File: src/slc_pkg.sv
// constants shared by the serial line command handler
package slc_pkg;
  // host command opcodes (message byte 0)
  localparam logic [7:0] OP_DTR_ON   = 8'h09;
  localparam logic [7:0] OP_GATE_SET = 8'h0A;
  localparam logic [7:0] OP_GATE_CLR = 8'h0B;
  localparam logic [7:0] OP_DSR_ON   = 8'h0C;
  localparam logic [7:0] OP_DSR_OFF  = 8'h0D;
  localparam logic [7:0] OP_RI_ON    = 8'h0E;
  localparam logic [7:0] OP_RI_OFF   = 8'h0F;
  localparam logic [7:0] OP_DTR_OFF  = 8'h10;
  localparam logic [7:0] OP_BRK_ON   = 8'h11;
  localparam logic [7:0] OP_BRK_OFF  = 8'h12;
  localparam logic [7:0] OP_LOAD     = 8'h13;
  localparam logic [7:0] OP_EXEC     = 8'h14;
  localparam logic [7:0] OP_RELEASE  = 8'h15;
  // device to host message codes
  localparam logic [7:0] MSG_INPUT   = 8'h02;
  localparam logic [7:0] MSG_LOADED  = 8'h03;
  localparam logic [7:0] MSG_CD_ON   = 8'h04;
  localparam logic [7:0] MSG_CD_OFF  = 8'h05;
  localparam logic [7:0] MSG_DSR_ON  = 8'h09;
  localparam logic [7:0] MSG_DSR_OFF = 8'h0A;
  localparam logic [7:0] MSG_RI      = 8'h0B;
  // source offsets in a download carry this bias
  localparam logic [15:0] SRC_BIAS   = 16'h4000;
  // bit positions of command fields inside the 128-bit message
  localparam int POS_LINE = 8;
  localparam int POS_DOFF = 16;
  localparam int POS_DSEL = 32;
  localparam int POS_SRC  = 48;
  localparam int POS_SIZE = 64;
  localparam int POS_RCNT = 16;
  // register byte offsets
  localparam logic [7:0] ADDR_CMD0    = 8'h00;
  localparam logic [7:0] ADDR_CMD3    = 8'h0C;
  localparam logic [7:0] ADDR_DOORBEL = 8'h10;
  localparam logic [7:0] ADDR_ACTIVE  = 8'h14;
  localparam logic [7:0] ADDR_LSTAT0  = 8'h18;
  localparam logic [7:0] ADDR_LSTAT1  = 8'h1C;
  localparam logic [7:0] ADDR_RSP0    = 8'h20;
  localparam logic [7:0] ADDR_RSP3    = 8'h2C;
  localparam logic [7:0] ADDR_RSPCTL  = 8'h30;
  // values after reset
  localparam logic [7:0] RST_ACTIVE   = 8'hFF;
  // bus answers
  localparam logic [1:0] RESP_OKAY    = 2'b00;
  localparam logic [1:0] RESP_SLVERR  = 2'b10;
endpackage : slc_pkg

File: src/slc_sync.sv
// two flip-flop synchroniser for a vector of pin levels
module slc_sync #(
  parameter int W = 8
) (
  input  wire logic         mclk,
  input  wire logic         rst_b,
  input  wire logic [W-1:0] d,
  output logic      [W-1:0] q
);
  logic [W-1:0] meta_r;

  // first stage feeds only the second stage
  always_ff @(posedge mclk or negedge rst_b) begin
    if (!rst_b) begin
      meta_r <= '0;
      q      <= '0;
    end else begin
      meta_r <= d;
      q      <= meta_r;
    end
  end
endmodule : slc_sync

File: src/slc_handler.sv
// serial line command interpreter with an axi4-lite register slave
// Behaviour
// - opcode 09h raises DTR on line
// - DTR raise with carrier up reports carrier
// - opcode 0Ah gates transmit by CTS, receive by CD
// - opcode 0Bh removes gating; ungated after reset
// - opcode 0Ch enables DSR change reports
// - opcode 0Dh disables DSR reports; reset default
// - opcode 0Eh enables RI change reports
// - opcode 0Fh disables RI change reports
// - opcode 10h drops DTR, no reply
// - opcode 11h holds transmit at spacing
// - break start ignored while line transmits
// - opcode 12h ends break, no reply
// - opcode 13h copies bytes, then reports done
// - opcode 14h jumps to start address
// - opcode 15h frees received characters
// - one input-available message per line outstanding
// - release without outstanding message ignored
// - carrier rise sends code 04h message
// - pending input sent as code 02h
// - DSR changes reported when enabled
// - download completion sent as code 03h
module slc_handler #(
  parameter int NUM_LINES = 8
) (
  input  wire logic                   mclk,
  input  wire logic                   rst_b,
  input  wire logic [7:0]             awaddr,
  input  wire logic                   awvalid,
  output logic                        awready,
  input  wire logic [31:0]            wdata,
  input  wire logic [3:0]             wstrb,
  input  wire logic                   wvalid,
  output logic                        wready,
  output logic [1:0]                  bresp,
  output logic                        bvalid,
  input  wire logic                   bready,
  input  wire logic [7:0]             araddr,
  input  wire logic                   arvalid,
  output logic                        arready,
  output logic [31:0]                 rdata,
  output logic [1:0]                  rresp,
  output logic                        rvalid,
  input  wire logic                   rready,
  input  wire logic [NUM_LINES-1:0]   cdIn,
  input  wire logic [NUM_LINES-1:0]   ctsIn,
  input  wire logic [NUM_LINES-1:0]   dsrIn,
  input  wire logic [NUM_LINES-1:0]   riIn,
  input  wire logic [NUM_LINES-1:0]   txBusy,
  input  wire logic [NUM_LINES*16-1:0] rxCount,
  input  wire logic [NUM_LINES*16-1:0] rxOffset,
  output logic [NUM_LINES-1:0]        dtrOut,
  output logic [NUM_LINES-1:0]        breakOut,
  output logic [NUM_LINES-1:0]        txEnable,
  output logic [NUM_LINES-1:0]        rxEnable,
  output logic [NUM_LINES-1:0]        rxRelease,
  output logic [15:0]                 rxRelCount,
  output logic                        memRdEn,
  output logic [15:0]                 memRdAddr,
  input  wire logic [7:0]             memRdData,
  output logic                        memWrEn,
  output logic [19:0]                 memWrAddr,
  output logic [7:0]                  memWrData,
  output logic                        jumpStrobe,
  output logic [19:0]                 jumpAddr
);
  localparam int N  = NUM_LINES;
  localparam int LW = (N > 1) ? $clog2(N) : 1;

  typedef enum logic [1:0] {
    ST_IDLE = 2'b00,
    ST_RD   = 2'b01,
    ST_WT   = 2'b10,
    ST_WR   = 2'b11
  } slc_state_t;

  slc_state_t     st_r;
  logic [127:0]   cmd_r, rsp_r, rspNxt;
  logic           cmdPend_r, rspValid_r;
  logic [N-1:0]   active_r, gate_r, dsrRep_r, riRep_r, out_r;
  logic [N-1:0]   cdS, ctsS, dsrS, riS, cdD, dsrD, riD, rxNz;
  logic [N-1:0]   cdOnP_r, cdOffP_r, dsrOnP_r, dsrOffP_r, riP_r, rxP_r;
  logic [N-1:0]   anyP, lineSel, sendSel;
  logic [5:0]     take;
  logic           dlP_r, dlSet, sendGo, execGo, lineOk;
  logic [LW-1:0]  lineIdx, sendLine;
  logic [7:0]     opc, lineNum;
  logic [15:0]    rem_r, src_r;
  logic [19:0]    dst_r;
  logic           awHeld_r, wHeld_r, wrDo;
  logic [7:0]     awAddr_r;
  logic [31:0]    wData_r, rdMux;
  logic [3:0]     wStrb_r;

  // pin levels cross into the board clock before use
  slc_sync #(.W(4*N)) pinSync (
    .mclk  (mclk),
    .rst_b (rst_b),
    .d     ({cdIn, ctsIn, dsrIn, riIn}),
    .q     ({cdS, ctsS, dsrS, riS})
  );

  // command decode fields
  assign execGo  = (st_r == ST_IDLE) && cmdPend_r;
  assign opc     = cmd_r[7:0];
  assign lineNum = cmd_r[slc_pkg::POS_LINE +: 8];
  assign lineIdx = lineNum[LW-1:0];
  assign lineOk  = (32'(lineNum) < N) && active_r[lineIdx];
  assign lineSel = {{(N-1){1'b0}}, 1'b1} << lineIdx;

  // axi write address and data are latched in either order
  always_ff @(posedge mclk or negedge rst_b) begin
    if (!rst_b) begin
      awready  <= 1'b0;
      wready   <= 1'b0;
      awHeld_r <= 1'b0;
      wHeld_r  <= 1'b0;
      awAddr_r <= 8'h00;
      wData_r  <= 32'h0000_0000;
      wStrb_r  <= 4'h0;
    end else begin
      awready <= awvalid && !awready && !awHeld_r && !bvalid;
      wready  <= wvalid && !wready && !wHeld_r && !bvalid;
      if (awvalid && awready) begin
        awHeld_r <= 1'b1;
        awAddr_r <= awaddr;
      end else if (wrDo) begin
        awHeld_r <= 1'b0;
      end
      if (wvalid && wready) begin
        wHeld_r <= 1'b1;
        wData_r <= wdata;
        wStrb_r <= wstrb;
      end else if (wrDo) begin
        wHeld_r <= 1'b0;
      end
    end
  end
  assign wrDo = awHeld_r && wHeld_r && !bvalid;

  // write response; unmapped offsets answer slverr
  always_ff @(posedge mclk or negedge rst_b) begin
    if (!rst_b) begin
      bvalid <= 1'b0;
      bresp  <= slc_pkg::RESP_OKAY;
    end else if (wrDo) begin
      bvalid <= 1'b1;
      bresp  <= (awAddr_r <= slc_pkg::ADDR_RSPCTL && awAddr_r[1:0] == 2'b00)
                ? slc_pkg::RESP_OKAY : slc_pkg::RESP_SLVERR;
    end else if (bready) begin
      bvalid <= 1'b0;
    end
  end

  // register writes: message words, doorbell, active mask
  always_ff @(posedge mclk or negedge rst_b) begin
    if (!rst_b) begin
      cmd_r     <= '0;
      cmdPend_r <= 1'b0;
      active_r  <= N'(slc_pkg::RST_ACTIVE);
    end else begin
      if (execGo) begin
        cmdPend_r <= 1'b0;
      end
      if (wrDo && awAddr_r <= slc_pkg::ADDR_CMD3 && !cmdPend_r) begin
        for (int b = 0; b < 4; b++) begin
          if (wStrb_r[b]) begin
            cmd_r[{awAddr_r[3:2], 5'h00} + 7'(8*b) +: 8] <= wData_r[8*b +: 8];
          end
        end
      end
      // a posted message is frozen until the interpreter takes it
      if (wrDo && awAddr_r == slc_pkg::ADDR_DOORBEL && wData_r[0]) begin
        cmdPend_r <= 1'b1;
      end
      if (wrDo && awAddr_r == slc_pkg::ADDR_ACTIVE) begin
        active_r <= wData_r[N-1:0];
      end
    end
  end

  // read path; mux then register
  always_comb begin
    rdMux = 32'h0000_0000;
    case (araddr)
      8'h00, 8'h04, 8'h08, 8'h0C: rdMux = cmd_r[{araddr[3:2], 5'h00} +: 32];
      slc_pkg::ADDR_DOORBEL: rdMux = {31'h0000_0000, cmdPend_r};
      slc_pkg::ADDR_ACTIVE:  rdMux = 32'(active_r);
      slc_pkg::ADDR_LSTAT0:  rdMux = {8'(dsrRep_r), 8'(gate_r),
                                      8'(breakOut), 8'(dtrOut)};
      slc_pkg::ADDR_LSTAT1:  rdMux = {16'h0000, 8'(out_r), 8'(riRep_r)};
      8'h20, 8'h24, 8'h28, 8'h2C: rdMux = rsp_r[{araddr[3:2], 5'h00} +: 32];
      slc_pkg::ADDR_RSPCTL:  rdMux = {31'h0000_0000, rspValid_r};
      default: rdMux = 32'h0000_0000;
    endcase
  end

  always_ff @(posedge mclk or negedge rst_b) begin
    if (!rst_b) begin
      arready <= 1'b0;
      rvalid  <= 1'b0;
      rdata   <= 32'h0000_0000;
      rresp   <= slc_pkg::RESP_OKAY;
    end else begin
      arready <= arvalid && !arready && !rvalid;
      if (arvalid && arready) begin
        rvalid <= 1'b1;
        rdata  <= rdMux;
        rresp  <= (araddr <= slc_pkg::ADDR_RSPCTL && araddr[1:0] == 2'b00)
                  ? slc_pkg::RESP_OKAY : slc_pkg::RESP_SLVERR;
      end else if (rready) begin
        rvalid <= 1'b0;
      end
    end
  end

  // per-line modem and gating state driven by line commands
  always_ff @(posedge mclk or negedge rst_b) begin
    if (!rst_b) begin
      dtrOut   <= '0;
      breakOut <= '0;
      gate_r   <= '0;
      dsrRep_r <= '0;
      riRep_r  <= '0;
    end else if (execGo && lineOk) begin
      case (opc)
        slc_pkg::OP_DTR_ON:   dtrOut[lineIdx]   <= 1'b1;
        slc_pkg::OP_DTR_OFF:  dtrOut[lineIdx]   <= 1'b0;
        slc_pkg::OP_GATE_SET: gate_r[lineIdx]   <= 1'b1;
        slc_pkg::OP_GATE_CLR: gate_r[lineIdx]   <= 1'b0;
        slc_pkg::OP_DSR_ON:   dsrRep_r[lineIdx] <= 1'b1;
        slc_pkg::OP_DSR_OFF:  dsrRep_r[lineIdx] <= 1'b0;
        slc_pkg::OP_RI_ON:    riRep_r[lineIdx]  <= 1'b1;
        slc_pkg::OP_RI_OFF:   riRep_r[lineIdx]  <= 1'b0;
        slc_pkg::OP_BRK_ON: begin
          // a frame already on the wire is not cut short
          if (!txBusy[lineIdx]) begin
            breakOut[lineIdx] <= 1'b1;
          end
        end
        slc_pkg::OP_BRK_OFF:  breakOut[lineIdx] <= 1'b0;
        default: ;
      endcase
    end
  end

  // gates; transmitter idle logic sees txEnable low while gated off
  always_ff @(posedge mclk or negedge rst_b) begin
    if (!rst_b) begin
      txEnable <= '1;
      rxEnable <= '1;
    end else begin
      txEnable <= ~gate_r | ctsS;
      rxEnable <= ~gate_r | cdS;
    end
  end

  // delayed copies for edge detection, taken from the synced levels
  always_ff @(posedge mclk or negedge rst_b) begin
    if (!rst_b) begin
      cdD  <= '0;
      dsrD <= '0;
      riD  <= '0;
    end else begin
      cdD  <= cdS;
      dsrD <= dsrS;
      riD  <= riS;
    end
  end

  // a line has input waiting when its receive count is nonzero
  for (genvar i = 0; i < N; i++) begin : gRx
    assign rxNz[i] = rxCount[16*i +: 16] != 16'h0000;
  end

  // pending events; a new event wins over the take in the same cycle
  always_ff @(posedge mclk or negedge rst_b) begin
    if (!rst_b) begin
      cdOnP_r   <= '0;
      cdOffP_r  <= '0;
      dsrOnP_r  <= '0;
      dsrOffP_r <= '0;
      riP_r     <= '0;
      rxP_r     <= '0;
      dlP_r     <= 1'b0;
    end else begin
      cdOnP_r   <= (cdOnP_r & ~(sendSel & {N{take[0]}})) | (cdS & ~cdD)
                   | ((execGo && lineOk && opc == slc_pkg::OP_DTR_ON)
                      ? (lineSel & cdS) : '0);
      cdOffP_r  <= (cdOffP_r & ~(sendSel & {N{take[1]}})) | (~cdS & cdD);
      dsrOnP_r  <= (dsrOnP_r & ~(sendSel & {N{take[2]}}))
                   | (dsrS & ~dsrD & dsrRep_r);
      dsrOffP_r <= (dsrOffP_r & ~(sendSel & {N{take[3]}}))
                   | (~dsrS & dsrD & dsrRep_r);
      riP_r     <= (riP_r & ~(sendSel & {N{take[4]}}))
                   | ((riS ^ riD) & riRep_r);
      rxP_r     <= (rxP_r & ~(sendSel & {N{take[5]}}))
                   | (rxNz & ~out_r & ~rxP_r);
      dlP_r     <= (dlP_r && !(sendGo && dlP_r)) || dlSet;
    end
  end

  // pick lowest line with a pending event, then event kind by priority
  assign anyP   = cdOnP_r | cdOffP_r | dsrOnP_r | dsrOffP_r | riP_r | rxP_r;
  assign sendGo = !rspValid_r && (dlP_r || (|anyP));
  assign sendSel = {{(N-1){1'b0}}, 1'b1} << sendLine;
  always_comb begin
    sendLine = '0;
    for (int i = N - 1; i >= 0; i--) begin
      if (anyP[i]) begin
        sendLine = LW'(i);
      end
    end
  end

  always_comb begin
    take   = 6'h00;
    rspNxt = {120'h0, slc_pkg::MSG_LOADED};
    if (sendGo && !dlP_r) begin
      if (cdOnP_r[sendLine]) begin
        take[0] = 1'b1;
        rspNxt  = {112'h0, 8'(sendLine), slc_pkg::MSG_CD_ON};
      end else if (cdOffP_r[sendLine]) begin
        take[1] = 1'b1;
        rspNxt  = {112'h0, 8'(sendLine), slc_pkg::MSG_CD_OFF};
      end else if (dsrOnP_r[sendLine]) begin
        take[2] = 1'b1;
        rspNxt  = {112'h0, 8'(sendLine), slc_pkg::MSG_DSR_ON};
      end else if (dsrOffP_r[sendLine]) begin
        take[3] = 1'b1;
        rspNxt  = {112'h0, 8'(sendLine), slc_pkg::MSG_DSR_OFF};
      end else if (riP_r[sendLine]) begin
        take[4] = 1'b1;
        rspNxt  = {112'h0, 8'(sendLine), slc_pkg::MSG_RI};
      end else begin
        take[5] = 1'b1;
        rspNxt  = {80'h0, rxOffset[16*sendLine +: 16],
                   rxCount[16*sendLine +: 16], 8'(sendLine),
                   slc_pkg::MSG_INPUT};
      end
    end
  end

  // outgoing message slot; host acks it through the response control
  always_ff @(posedge mclk or negedge rst_b) begin
    if (!rst_b) begin
      rsp_r      <= '0;
      rspValid_r <= 1'b0;
    end else if (sendGo) begin
      rsp_r      <= rspNxt;
      rspValid_r <= 1'b1;
    end else if (wrDo && awAddr_r == slc_pkg::ADDR_RSPCTL && wData_r[0]) begin
      rspValid_r <= 1'b0;
    end
  end

  // outstanding input messages and receive buffer release
  always_ff @(posedge mclk or negedge rst_b) begin
    if (!rst_b) begin
      out_r      <= '0;
      rxRelease  <= '0;
      rxRelCount <= 16'h0000;
    end else begin
      rxRelease <= '0;
      if (execGo && lineOk && opc == slc_pkg::OP_RELEASE
          && out_r[lineIdx]) begin
        rxRelease  <= lineSel;
        rxRelCount <= cmd_r[slc_pkg::POS_RCNT +: 16];
      end
      // the send sets after the clear so a new message is never lost
      out_r <= (out_r & ~((execGo && lineOk && opc == slc_pkg::OP_RELEASE)
               ? lineSel : '0)) | (sendSel & {N{take[5]}});
    end
  end

  // download copy engine and execute jump
  always_ff @(posedge mclk or negedge rst_b) begin
    if (!rst_b) begin
      st_r       <= ST_IDLE;
      rem_r      <= 16'h0000;
      src_r      <= 16'h0000;
      dst_r      <= 20'h00000;
      dlSet      <= 1'b0;
      memRdEn    <= 1'b0;
      memRdAddr  <= 16'h0000;
      memWrEn    <= 1'b0;
      memWrAddr  <= 20'h00000;
      memWrData  <= 8'h00;
      jumpStrobe <= 1'b0;
      jumpAddr   <= 20'h00000;
    end else begin
      dlSet      <= 1'b0;
      memRdEn    <= 1'b0;
      memWrEn    <= 1'b0;
      jumpStrobe <= 1'b0;
      case (st_r)
        ST_IDLE: begin
          if (execGo && opc == slc_pkg::OP_LOAD) begin
            src_r <= cmd_r[slc_pkg::POS_SRC +: 16] - slc_pkg::SRC_BIAS;
            dst_r <= {cmd_r[slc_pkg::POS_DSEL +: 16], 4'h0}
                     + {4'h0, cmd_r[slc_pkg::POS_DOFF +: 16]};
            rem_r <= cmd_r[slc_pkg::POS_SIZE +: 16];
            st_r  <= ST_RD;
          end else if (execGo && opc == slc_pkg::OP_EXEC) begin
            jumpStrobe <= 1'b1;
            jumpAddr   <= {cmd_r[slc_pkg::POS_DSEL +: 16], 4'h0}
                          + {4'h0, cmd_r[slc_pkg::POS_DOFF +: 16]};
          end
        end
        ST_RD: begin
          if (rem_r == 16'h0000) begin
            dlSet <= 1'b1;
            st_r  <= ST_IDLE;
          end else begin
            memRdEn   <= 1'b1;
            memRdAddr <= src_r;
            st_r      <= ST_WT;
          end
        end
        ST_WT: st_r <= ST_WR;                            // memory samples here
        ST_WR: begin
          memWrEn   <= 1'b1;
          memWrData <= memRdData;
          memWrAddr <= dst_r;
          src_r     <= src_r + 16'h0001;
          dst_r     <= dst_r + 20'h00001;
          rem_r     <= rem_r - 16'h0001;
          st_r      <= ST_RD;
        end
        default: st_r <= ST_IDLE;
      endcase
    end
  end
endmodule : slc_handler

File: config.mk
export PLATFORM = sky130hd
export DESIGN_NAME = slc_handler
export DESIGN_NICKNAME = d
export VERILOG_FILES = /design/src/slc_pkg.sv /design/src/slc_sync.sv /design/src/slc_handler.sv
export SDC_FILE = /design/constraint.sdc
export NUM_CORES = 1
export LEC_CHECK = 0
export BUFFER_PORTS_ARGS = -buffer_cell sky130_fd_sc_hd__buf_4
export CAP_MARGIN = 20
export CORE_MARGIN = 4
export CORE_UTILIZATION = 42
export CTS_BUF_LIST = sky130_fd_sc_hd__clkbuf_4 sky130_fd_sc_hd__clkbuf_8
export DETAILED_ROUTE_END_ITERATION = 10
export PLACE_DENSITY = 0.65
export SLEW_MARGIN = 30
export SYNTH_ARGS = -nofsm -noshare
export SYNTH_HDL_FRONTEND = slang
export SYNTH_SLANG_ARGS = --single-unit
File: constraint.sdc
create_clock -name mclk -period 3 [get_ports mclk]
set_input_delay 0.15 -clock mclk [delete_from_list [all_inputs] [get_ports mclk]]
set_output_delay 0.15 -clock mclk [all_outputs]
set_load 0.01 [all_outputs]
==> flow_metrics.tcl <==
set metrics [dict create \
    finalClockSkew_ns 0.03980 \
    path_class "reg -> reg" \
    p_leak_nw 19.09 \
    clock-sinks 609 \
    die_h_um 271.5 \
    synthTopCellsByArea "dfrtp_1 (50%), mux2_2 (6.9%), nand2_1 (6.2%), o21ai_0 (5.1%), mux2i_1 (3.7%)" \
    slew_headroom_pct 35.94 \
    syn_area_per_cell_sq_um 10.11 \
    synth_top_cell_by_area "dfrtp_1" \
    utilization_pct 60.95 \
    die_w_um 271.5 \
    crit_path_max_incr_delay_ns 0.42 \
    synth_top_cell_area_share_pct 50.19 \
    synthArstFlopShare_pct 100.0 \
    num_io_pins 527 \
    setup_slack_ns -0.2216 \
    crit_path_end_kind "flop" \
    synth_area_sq_um 29170 \
    core_sq_um 68710 \
    power_density_nw_per_um2 538.4 \
    final_cell_mix "buf_4 (737), dfrtp_1 (585), nand2_1 (467)" \
    period_needed_ns 3.222 \
    ant_nets 0 \
    seq_power_share_pct 45.4 \
    critPathMaxFanout 9 \
    gp_congestion 0.9841 \
    grt_pass1_wl_mm 180.0 \
    ys_seq_elements 609 \
    cp_top_family "buffers and inverters" \
    rows 96 \
    hold_class "in -> reg" \
    p_sw_w 0.006735 \
    synth_cell_type_count 83 \
    worstReg2RegStart "dsrOffP_r[3]" \
    cts_max_level 3 \
    finalSetupViolCount 86 \
    io_buffers 524 \
    cp-start-kind "flop" \
    ir_drop_uv 323.5 \
    placed_cells 4400 \
    p_int_w 0.01581 \
    post_drt_wl_per_cell_um 24.81 \
    cp_slowest_cell "dfrtp_1" \
    areaGrowthSynthToFinish_pct 43.56 \
    cts_tree "built" \
    clkPwrFrac_pct 38.9 \
    vias 27773 \
    min_to "rsp_r[21]" \
    finalCritPeriodShare_pct 107.4 \
    start_util_pct 42.45 \
    drive_above_1_share_pct 32.98 \
    final_nets 4273 \
    hpwl_mm 91.96 \
    path_buf_inv 7 \
    path_clk_slew_ns 0.06 \
    holdPathStages 6 \
    multi_input_area_sq_um 13540 \
    grt_pass1_vias 27779 \
    fill_cells 5738 \
    worstMarginPinSlew_ns 0.9574 \
    worst_r2r_path_depth 16 \
    ys_seq_area_share_pct 52.35 \
    dr.first_iter.drc_count 2525 \
    netSwitchingFraction_pct 29.88 \
    worstPathArrival_ns 3.87 \
    crit_start "dsrOffP_r[3]" \
    cts_buffers 105 \
    hp-start "rxCount[117]" \
    hold_viol_final 0 \
    final_cells 4906 \
    finalMaxSlewViolations 0 \
    timing.fmax_mhz 310.4 \
    wirelength_mm 121.7 \
    antenna_found_initial 5 \
    timing.rr.end "rsp_r[27]" \
    synth_edf_count 0 \
    drt-vias-per-instance 5.661 \
    rsz0062_at_grt "yes" \
    grt_max_degree 86 \
    power_frac_comb_pct 15.7 \
    path_cells "nor4_4, buf_4, buf_6, nand4_4, buf_6, a21oi_4, nor2_2, buf_4, and2_1, a221oi_2, a31oi_1, buf_4, nor3b_4, buf_6, buf_12, a22o_1" \
    worstSkewPairLatency_ns 0.74 \
    synth_cells 2884 \
    finalHoldWorstSlack_ns 0.04538 \
    outcome "finished with violations" \
    cts_max_path_buffers 3 \
    drcViolationCount 0 \
    dr.pass1.iters 6 \
    violations "setup timing" \
    grt_usage_pct 32.27 \
    mostFrequentLayoutCell "buf_4" \
    cts-root-buf "clkbuf_8" \
    ff2ff_setup_slack_ns -0.22 \
    synth-main-ff-cell "dfrtp_1" \
    grt_overflow_total 0 \
    cap_violations 0 \
    cp.required_ns 3.65 \
    regArea_sq_um 15270 \
    ys_warn_count 0 \
    die-area_sq_um 73730 \
]
-- flip-flops by register name, indices dropped and copies added (netlist names), 32 cells and up, named ones only --
register / flops
cmd_r: 128
pinSync.meta_r: 32
pinSync.q: 32
rdata: 32
rsp_r: 39
wData_r: 32
-- final cells by class --
class | count | share of cell area, %
clock buffers | 166 | 5.098
diodes | 3 | 0.01793
multi-input cells | 2049 | 32.34
flip-flops and latches | 609 | 36.47
repair buffers | 1068 | 21.95
clock inverters | 30 | 0.8964
well taps | 931 | 2.782
inverters | 50 | 0.4482
-- cell usage after synthesis (all sizes together) (31+ instances only) --
cell type,n
mux2,181
inv,49
buf,47
nand2,484
nand2b,32
nor4,42
clkbuf,131
dfrtp,585
o21ai,303
mux2i,107
a22o,50
o22ai,106
a21oi,158
nor2,122
o221ai,31
a22oi,44
nand3,60
-- what timing repair did --
action                                 CTS  global route
hold buffers                           279             0
gates resized for setup                124            29
pin swaps                               50            17
cloned                                   4             0
endpoints found under the hold margin  714             0
setup buffers                           20             5
setup endpoints to repair               86            98
-- kinds of logic (layout without fill, tap and decap cells) --
| family | after synthesis | after routing | synth area share, % |
|---|---|---|---|
| and+or+nand+nor | 872 | 873 | 13.71 |
| adders and majority gates | 27 | 27 | 1.184 |
| xor gates and xnor gates | 21 | 21 | 0.6306 |
| muxes | 295 | 295 | 11.20 |
| DFF | 609 | 609 | 52.35 |
| buffers and inverters | 228 | 1314 | 3.084 |
| other | 1 | 5 | 0.01286 |
| AOI/OAI and AO/OA | 831 | 831 | 17.83 |
-- per-layer routing --
| layer | routed length (um) | vias up | GRT usage [%] |
|---|---|---|---|
| met3 | 9296 | 315 | 6.001 |
| met5 | 23 | - | 0 |
| met4 | 6859 | 4 | 15.68 |
| met2 | 57860 | 1420 | 53.75 |
| met1 | 47660 | 13495 | 40.69 |
| li1 | - | 12539 | - |
-- power by group through the flow --
stage               combinational (W)  clock, W  sequential, W
floorplan                     0.00171         0        0.00957
global placement              0.00311         0         0.0103
detailed placement            0.00316         0         0.0103
CTS                           0.00349   0.00889         0.0102
global route                  0.00383   0.00929         0.0103
finish                        0.00354   0.00876         0.0102
-- worst min-delay path: stages --
cell	delay (ns)
buf_4	0.10
mux2i_1	0.06
nor2_1	0.08
a21oi_1	0.06
o22ai_1	0.15
a22o_1	0.14
-- how the worst max path moves through the flow --
stage / endpoint / slack, ns / cells past startpoint
detailed placement: dsrOffP_r[5] / -0.31 / 13
global route: rsp_r[36] / -0.35 / 12
global placement: dsrOffP_r[2] / -0.29 / 15
CTS: rsp_r[27] / -0.21 / 12
finish: rsp_r[27] / -0.22 / 16
floorplan: rsp_r[44] / 0.10 / 11
-- stage by stage --
step           cell area [sq um]  TNS (ns)  power (W)  worst slack [ns]
4_1_cts                    41720    -12.56    0.02256           -0.2146
2_1_floorplan              29170         0    0.01129            0.1007
6_report                   41870    -12.59    0.02254           -0.2216
3_3_place_gp               35750    -15.76    0.01341           -0.2917
3_5_place_dp               35760    -15.81    0.01347           -0.3053
5_1_grt                    41870    -24.31    0.02339           -0.3483
Note: power is estimated with default switching activity, not from simulation.
